`src/irq_defines.svh`:
```
// Purpose: Shared constants of the transceiver interrupt logic
// Assumes: Included by bare name in the interrupt logic and its bench
// Notes:   Offsets are word indexes on the plain register port
`ifndef IRQ_DEFINES_SVH
`define IRQ_DEFINES_SVH

// ----------------------------------------
// Register port
// ----------------------------------------
`define IRQ_ADDR_W 4
`define IRQ_DATA_W 8
`define OFS_CTRL 4'h0
`define OFS_STATUS 4'h1
`define OFS_MASK 4'h2

// ----------------------------------------
// Control fields
// ----------------------------------------
`define CTRL_W 4
`define CTRL_SEL_LO 0
`define CTRL_SEL_HI 1
`define CTRL_T_MODE 2
`define CTRL_P_MODE 3
`define CTRL_RST 4'h0

// ----------------------------------------
// Source bits of the status register
// ----------------------------------------
`define NSRC 7
`define SRC_NPWR 0
`define SRC_PWR 1
`define SRC_TXL 2
`define SRC_RXL 3
`define SRC_RXE 4
`define SRC_BCK 5
`define SRC_FDE 6
`define MASK_RST 7'h7f
`define GRP_STATUS 7'h03
`define GRP_TX 7'h04
`define GRP_RX 7'h78

// ----------------------------------------
// Buffer fill levels
// ----------------------------------------
`define FILL_W 5
`define FILL_EMPTY 5'h00
`define THR_ONE 5'h01
`define THR_TWO 5'h02
`define THR_FOUR 5'h04
`define THR_TWELVE 5'h0c

`endif

```
`src/irq_pkg.sv`:
```
// Purpose: Types of the transceiver interrupt logic
// Assumes: Nothing
// Notes:   Used by full name, never imported
package irq_pkg;

    // ----------------------------------------
    // Threshold select encoding {hi, lo}
    // ----------------------------------------
    typedef enum logic [1:0] {
        THR_SEL_1 = 2'b00,
        THR_SEL_2 = 2'b01,
        THR_SEL_4 = 2'b10,
        THR_SEL_12 = 2'b11
    } threshold_sel_t;

endpackage : irq_pkg

```
`src/irq_flag.sv`:
```
// Purpose: One sticky interrupt source flag
// Assumes: Set and clear are single-cycle terms on clk_i
// Notes:   Set wins over clear so no event is lost
module irq_flag (
    // Clock and reset
    input wire logic clk_i,
    input wire logic rst_n_i,
    // Control
    input wire logic set_i,
    input wire logic clr_i,
    // State
    output logic flag_o
);

    logic flag_q;

    always_ff @(posedge clk_i) begin
        if (!rst_n_i) begin
            flag_q <= 1'b0;
        end else if (set_i) begin
            flag_q <= 1'b1;
        end else if (clr_i) begin
            flag_q <= 1'b0;
        end
    end

    assign flag_o = flag_q;
endmodule : irq_flag

```
`src/transceiver_irq_logic.sv`:
```
// Purpose: Interrupt logic of the transceiver, one level interrupt line
// Assumes: All inputs come from logic on clk_i; host operations are one-cycle pulses
// Notes:   Interrupt output rises two cycles after the causing event
//
// Notes on behaviour
// - Any enabled condition drives the interrupt high
// - Status read never clears buffer interrupts
// - Inverse power bit interrupts on both edges
// - Power event bit interrupts on rise only
// - Status read or delete command clears power events
// - TX fill at 1,2,4,12 or empty interrupts
// - TX buffer write, control write, delete clear TX
// - RX fill at 1,2,4,12 or error interrupts
// - Successful bit-check interrupts when polling select zero
// - Two-way mode interrupts when TX buffer empties
// - No RX count or error interrupt while reading
`include "irq_defines.svh"

module transceiver_irq_logic (
    // Clock and reset
    input wire logic clk_i,
    input wire logic rst_n_i,
    // Register port
    input wire logic [`IRQ_ADDR_W-1:0] addr_i,
    input wire logic [`IRQ_DATA_W-1:0] wdata_i,
    input wire logic we_i,
    input wire logic re_i,
    output logic [`IRQ_DATA_W-1:0] rdata_o,
    // Status bits and operating state
    input wire logic n_power_on_i,
    input wire logic power_on_i,
    input wire logic tx_active_i,
    input wire logic rx_active_i,
    input wire logic two_way_simultaneous_mode_i,
    // Buffer state and receiver events
    input wire logic [`FILL_W-1:0] tx_fill_i,
    input wire logic [`FILL_W-1:0] rx_fill_i,
    input wire logic rx_error_i,
    input wire logic bitcheck_ok_i,
    input wire logic buf_reading_i,
    // Host operations from the command interface
    input wire logic status_read_i,
    input wire logic delete_irq_i,
    input wire logic tx_buf_write_i,
    input wire logic rx_buf_read_i,
    input wire logic cfg_write_i,
    // Interrupt line
    output logic irq_o
);

    // ----------------------------------------
    // Declarations
    // ----------------------------------------
    logic [`CTRL_W-1:0] ctrl_q;
    logic [`NSRC-1:0] mask_q;
    logic [`NSRC-1:0] status;
    logic [`NSRC-1:0] ev;
    logic [`NSRC-1:0] clr;
    logic [`NSRC-1:0] w1c;
    logic [`IRQ_DATA_W-1:0] rdata_q;
    logic [`FILL_W-1:0] tx_fill_q;
    logic [`FILL_W-1:0] rx_fill_q;
    logic [`FILL_W-1:0] thr;
    logic npwr_q;
    logic pwr_q;
    logic armed_q;
    logic irq_q;
    logic ctrl_wr;
    logic ctrl_any_wr;
    logic status_rd;
    logic tx_ok;
    logic rx_ok;
    irq_pkg::threshold_sel_t sel;

    // ----------------------------------------
    // Register port decode
    // ----------------------------------------
    assign ctrl_wr = we_i && (addr_i == `OFS_CTRL);
    assign ctrl_any_wr = ctrl_wr || cfg_write_i;
    assign status_rd = status_read_i || (re_i && (addr_i == `OFS_STATUS));
    assign w1c = (we_i && (addr_i == `OFS_STATUS)) ? wdata_i[`NSRC-1:0] : '0;

    always_ff @(posedge clk_i) begin
        if (!rst_n_i) begin
            ctrl_q <= `CTRL_RST;
        end else if (ctrl_wr) begin
            ctrl_q <= wdata_i[`CTRL_W-1:0];
        end
    end

    always_ff @(posedge clk_i) begin
        if (!rst_n_i) begin
            mask_q <= `MASK_RST;
        end else if (we_i && (addr_i == `OFS_MASK)) begin
            mask_q <= wdata_i[`NSRC-1:0];
        end
    end

    // Unmapped reads and idle cycles return zero
    always_ff @(posedge clk_i) begin
        if (!rst_n_i) begin
            rdata_q <= '0;
        end else if (re_i) begin
            unique case (addr_i)
                `OFS_CTRL: rdata_q <= {{(`IRQ_DATA_W-`CTRL_W){1'b0}}, ctrl_q};
                `OFS_STATUS: rdata_q <= {1'b0, status};
                `OFS_MASK: rdata_q <= {1'b0, mask_q};
                default: rdata_q <= '0;
            endcase
        end else begin
            rdata_q <= '0;
        end
    end

    assign rdata_o = rdata_q;

    // ----------------------------------------
    // Event history
    // ----------------------------------------
    // Armed one cycle after reset so a status bit high at reset is no edge
    always_ff @(posedge clk_i) begin
        if (!rst_n_i) begin
            npwr_q <= 1'b0;
            pwr_q <= 1'b0;
            armed_q <= 1'b0;
        end else begin
            npwr_q <= n_power_on_i;
            pwr_q <= power_on_i;
            armed_q <= 1'b1;
        end
    end

    always_ff @(posedge clk_i) begin
        if (!rst_n_i) begin
            tx_fill_q <= `FILL_EMPTY;
            rx_fill_q <= `FILL_EMPTY;
        end else begin
            tx_fill_q <= tx_fill_i;
            rx_fill_q <= rx_fill_i;
        end
    end

    // ----------------------------------------
    // Threshold select
    // ----------------------------------------
    assign sel = irq_pkg::threshold_sel_t'({ctrl_q[`CTRL_SEL_HI], ctrl_q[`CTRL_SEL_LO]});

    always_comb begin
        unique case (sel)
            irq_pkg::THR_SEL_1: thr = `THR_ONE;
            irq_pkg::THR_SEL_2: thr = `THR_TWO;
            irq_pkg::THR_SEL_4: thr = `THR_FOUR;
            irq_pkg::THR_SEL_12: thr = `THR_TWELVE;
        endcase
    end

    // ----------------------------------------
    // Event detection
    // ----------------------------------------
    assign tx_ok = tx_active_i && !ctrl_q[`CTRL_T_MODE];
    assign rx_ok = rx_active_i && !ctrl_q[`CTRL_T_MODE] && !buf_reading_i;

    always_comb begin
        ev[`SRC_NPWR] = armed_q && (n_power_on_i != npwr_q);
        ev[`SRC_PWR] = armed_q && power_on_i && !pwr_q;
        ev[`SRC_TXL] = tx_ok && (tx_fill_i != tx_fill_q) &&
            ((tx_fill_i == thr) || (tx_fill_i == `FILL_EMPTY));
        ev[`SRC_RXL] = rx_ok && (rx_fill_i != rx_fill_q) && (rx_fill_i == thr);
        ev[`SRC_RXE] = rx_ok && rx_error_i;
        ev[`SRC_BCK] = bitcheck_ok_i && !ctrl_q[`CTRL_P_MODE];
        ev[`SRC_FDE] = two_way_simultaneous_mode_i && (tx_fill_i == `FILL_EMPTY) &&
            (tx_fill_q != `FILL_EMPTY);
    end

    // ----------------------------------------
    // Clearing operations per group
    // ----------------------------------------
    always_comb begin
        for (int i = 0; i < `NSRC; i++) begin
            clr[i] = delete_irq_i || w1c[i];
        end
        // Status read clears power group only
        clr = clr | (status_rd ? `GRP_STATUS : '0);
        clr = clr | ((tx_buf_write_i || ctrl_any_wr) ? `GRP_TX : '0);
        clr = clr | ((rx_buf_read_i || ctrl_any_wr) ? `GRP_RX : '0);
    end

    // ----------------------------------------
    // Sticky status flags
    // ----------------------------------------
    genvar g;
    generate
        for (g = 0; g < `NSRC; g++) begin : g_flag
            irq_flag u_flag (
                .clk_i(clk_i),
                .rst_n_i(rst_n_i),
                .set_i(ev[g]),
                .clr_i(clr[g]),
                .flag_o(status[g])
            );
        end
    endgenerate

    // ----------------------------------------
    // Interrupt output
    // ----------------------------------------
    // High while any unmasked flag stands
    always_ff @(posedge clk_i) begin
        if (!rst_n_i) begin
            irq_q <= 1'b0;
        end else begin
            irq_q <= |(status & mask_q);
        end
    end

    assign irq_o = irq_q;
endmodule : transceiver_irq_logic

```
`config.mk`:
```
export PLATFORM = sky130hd
export DESIGN_NAME = transceiver_irq_logic
export DESIGN_NICKNAME = d
export VERILOG_FILES = /design/src/irq_pkg.sv /design/src/irq_flag.sv /design/src/transceiver_irq_logic.sv
export VERILOG_INCLUDE_DIRS = /design/src /design/src/src
export SDC_FILE = /design/constraint.sdc
export NUM_CORES = 1
export LEC_CHECK = 0
export ABC_AREA = 1
export BUFFER_PORTS_ARGS = -buffer_cell sky130_fd_sc_hd__buf_2
export CORE_UTILIZATION = 30
export DETAILED_ROUTE_END_ITERATION = 8
export GPL_TIMING_DRIVEN = 0
export PLACE_DENSITY = 0.53
export REMOVE_ABC_BUFFERS = 1
export SETUP_SLACK_MARGIN = 0.4
export SLEW_MARGIN = 20
export SYNTH_ARGS = -nofsm -noshare
export SYNTH_HDL_FRONTEND = slang
export SYNTH_HIERARCHICAL = 1
export SYNTH_SLANG_ARGS = --single-unit
```
`constraint.sdc`:
```
create_clock -name clk_i -period 3.15 [get_ports clk_i]
set_clock_uncertainty 0.15 [all_clocks]
set_input_delay 0.4725 -clock clk_i [delete_from_list [all_inputs] [get_ports clk_i]]
set_output_delay 0.4725 -clock clk_i [all_outputs]
set_load 0.005 [all_outputs]
```
==> impl_metrics.yaml <==
setup_path:
  crit_fanout: 10
  arrival_ps: 1550
  cp.required_ps: 3230
  path_class: "flop to flop"
  rr_worst_depth: 8
  cp-start-kind: "flop"
  cp-end-kind: "flop"
  ff2ff_setup_slack_ps: 1680
grt:
  antenna_found_initial: 0
  grt_pass1_vias: 1715
  grt_pass1_wl_mm: 7.42
  grt_overflow: 0
  grt_use_total_pct: 13.0
  grt_max_degree: 34
drt:
  wl_mm: 4.28
  drt_first_pass_iters: 9
  routed-via-count: 1832
  routedWlPerCell_um: 9.84
  route.detailed.drc: 4
  via_per_inst: 4.21
  ant_nets: 0
  drt_iter0_markers: 64
logic_synthesis:
  syn-cell-area_um2: 2040
  synth_area_leader_cell: "dfxtp_1"
  syn_avg_cell_area_um2: 6.57
  ys_ff_latch: 39
  synth_edf_count: 0
  synth_area_leaders: "dfxtp_1 38%, nand2_1 18%, inv_1 10%, nor2_1 5.5%, nand3_1 5.2%"
  synth.most_common_cell: "nand2_1"
  synth_commonest_cells: "100 x nand2_1, 55 x inv_1, 39 x dfxtp_1"
  synth_top_area_share_pct: 38.3
  synth_top_flop_cell: "dfxtp_1"
  async_flop_share_pct: 0
  seq_area_frac_synth_pct: 38.3
  syn_inst: 310
  synth_warnings: 6
  synth_cell_types: 30
worst_hold_path:
  whs_path_depth: 3
  hold_class: "input pin to flop"
power:
  power_density_nw_per_um2: 435
  total_power_mw: 1.06
  power.leakage_nw: 1.37
  peakVddDrop_mv: 0.186
clocking:
  htree_levels: 2
  postCtsSetupBuffers: 0
  clock-sinks: 39
  cts_made_buffers: 5
  tritoncts: "done"
  clockBufferDepth: 2
  clk_latency_ps: 290
  clockRootBuffer: "clkbuf_8"
  cts_hold_buf: 0
  clkTransAtPathRegs_ps: 80
  cts_resized: 0
outcome:
  status: "finished with violations"
  violations: "DRC"
timing:
  fin_ws_ps: 1680
  setup_viol: 0
  slew_headroom_pct: 60.3
  tightest_slew_ps: 595
  finalHoldViolations: 0
  grt_setup_unrepaired: "no"
  fin_crit_sh_pct: 46.7
  tns_ps: 0
  post-route-min-period_ps: 1470
  finalMaxSlewViolations: 0
  fmax_ghz: 0.680
placement:
  gp_congestion: 0.833
  port_buffers: 45
  pre_cts_ws_ps: 1470
  hpwlAfterDp_mm: 3.26
  placed_cell_area_um2: 2330
final_layout:
  fin_util_pct: 37.8
  drive_above_1_share_pct: 23.2
  final_cell_area_um2: 2440
  n_antenna_cell: 0
  area_growth_syn_to_layout_pct: 19.9
  fin_nets: 396
die:
  die_area_um2: 7120
  die_height_um: 84.4
  core-area_um2: 6460
  initial_core_util_pct: 31.5
  fp.dieW_um: 84.4
  io_pins: 48
  rows: 29
flow_run:
  cap_violations: 0
## report_power, final
part | switching [mW] | internal (mW) | leakage [nW]
Sequential | 0.0108 | 0.510 | 0.320
Clock | 0.179 | 0.236 | 0.0581
Combinational | 0.0734 | 0.0523 | 0.993
Total | 0.263 | 0.798 | 1.37
## path summary, 6_finish.rpt
check	startpoint	endpoint
min reg2reg	mask_q[6]$_SDFFE_PN1P_	rdata_o[6]$_SDFF_PN0_
max reg2reg	ctrl_q[1]$_SDFFE_PN0P_	g_flag[2].u_flag/flag_o$_SDFFE_PN0P_
max	ctrl_q[1]$_SDFFE_PN0P_	g_flag[2].u_flag/flag_o$_SDFFE_PN0P_
min	power_on_i	pwr_q$_SDFF_PN0_
## worst max-delay path: stages, from the launching register on
cell	delay, ps
dfxtp_1	560
nand2_1	150
nand2_1	80
nand2_1	50
nor2_1	90
a21oi_1	70
nor2_1	100
inv_1	50
a21oi_2	110
## per-stage QoR
| step | std cells | hold WS [ps] |
|---|---|---|
| after floorplan | 305 | 301 |
| after CTS | 435 | 215 |
| after global routing | 435 | 226 |
| after global placement | 427 | 312 |
| after detailed placement | 427 | 318 |
| final | 435 | 221 |
## kinds of logic (layout without fill, tap and decap cells)
logic type | after synthesis | after routing | synth area share (%)
other | 1 | 1 | 0.184
flip-flops | 39 | 39 | 38.3
XOR/XNOR | 6 | 6 | 2.58
AO/OA/AOI/OAI | 23 | 23 | 7.43
AND/OR/NAND/NOR | 171 | 171 | 38.0
buffers and inverters | 70 | 118 | 13.5
## layout by cell type (no fill, tap or decap), types with 2 or more instances in the layout
cell type / count
nor2_2: 2
nand4_1: 2
inv_1: 55
dfxtp_1: 39
nand2_2: 3
nor2_1: 30
nor2_4: 2
inv_2: 9
nand3_1: 21
o21ai_0: 2
nor2_8: 2
a21oi_1: 7
xnor2_1: 5
buf_2: 45
nor3_1: 3
nand2_4: 2
a21oi_2: 7
o21ai_1: 4
a22o_1: 2
nand2_1: 100
clkbuf_8: 5
## metal layers
| metal | vias up | track usage (%) | share of wire (%) |
|---|---|---|---|
| met5 | - | 0 | 0 |
| met4 | 0 | 2.77 | 0.63 |
| met3 | 4 | 2.95 | 4.3 |
| met2 | 43 | 23.4 | 47 |
| met1 | 773 | 15.9 | 48 |
| li1 | 1012 | - | - |
## area by class of cell
class	count	area, um2
fillers	716	4020
multi-input cells	201	981
clock buffers	5	68.8
flip-flops and latches	39	781
well taps	77	96.3
inverters	65	246
repair buffers	45	225
clock inverters	3	43.8
## state kept, by name (all words and copies together), names as in the netlist, 4 cells and up
name	flops
g_flag.u_flag/flag_o	7
mask_q	7
rdata_o	7
rx_fill_q	5
tx_fill_q	5
ctrl_q	4
No activity file was read; power rests on OpenSTA's default activity.
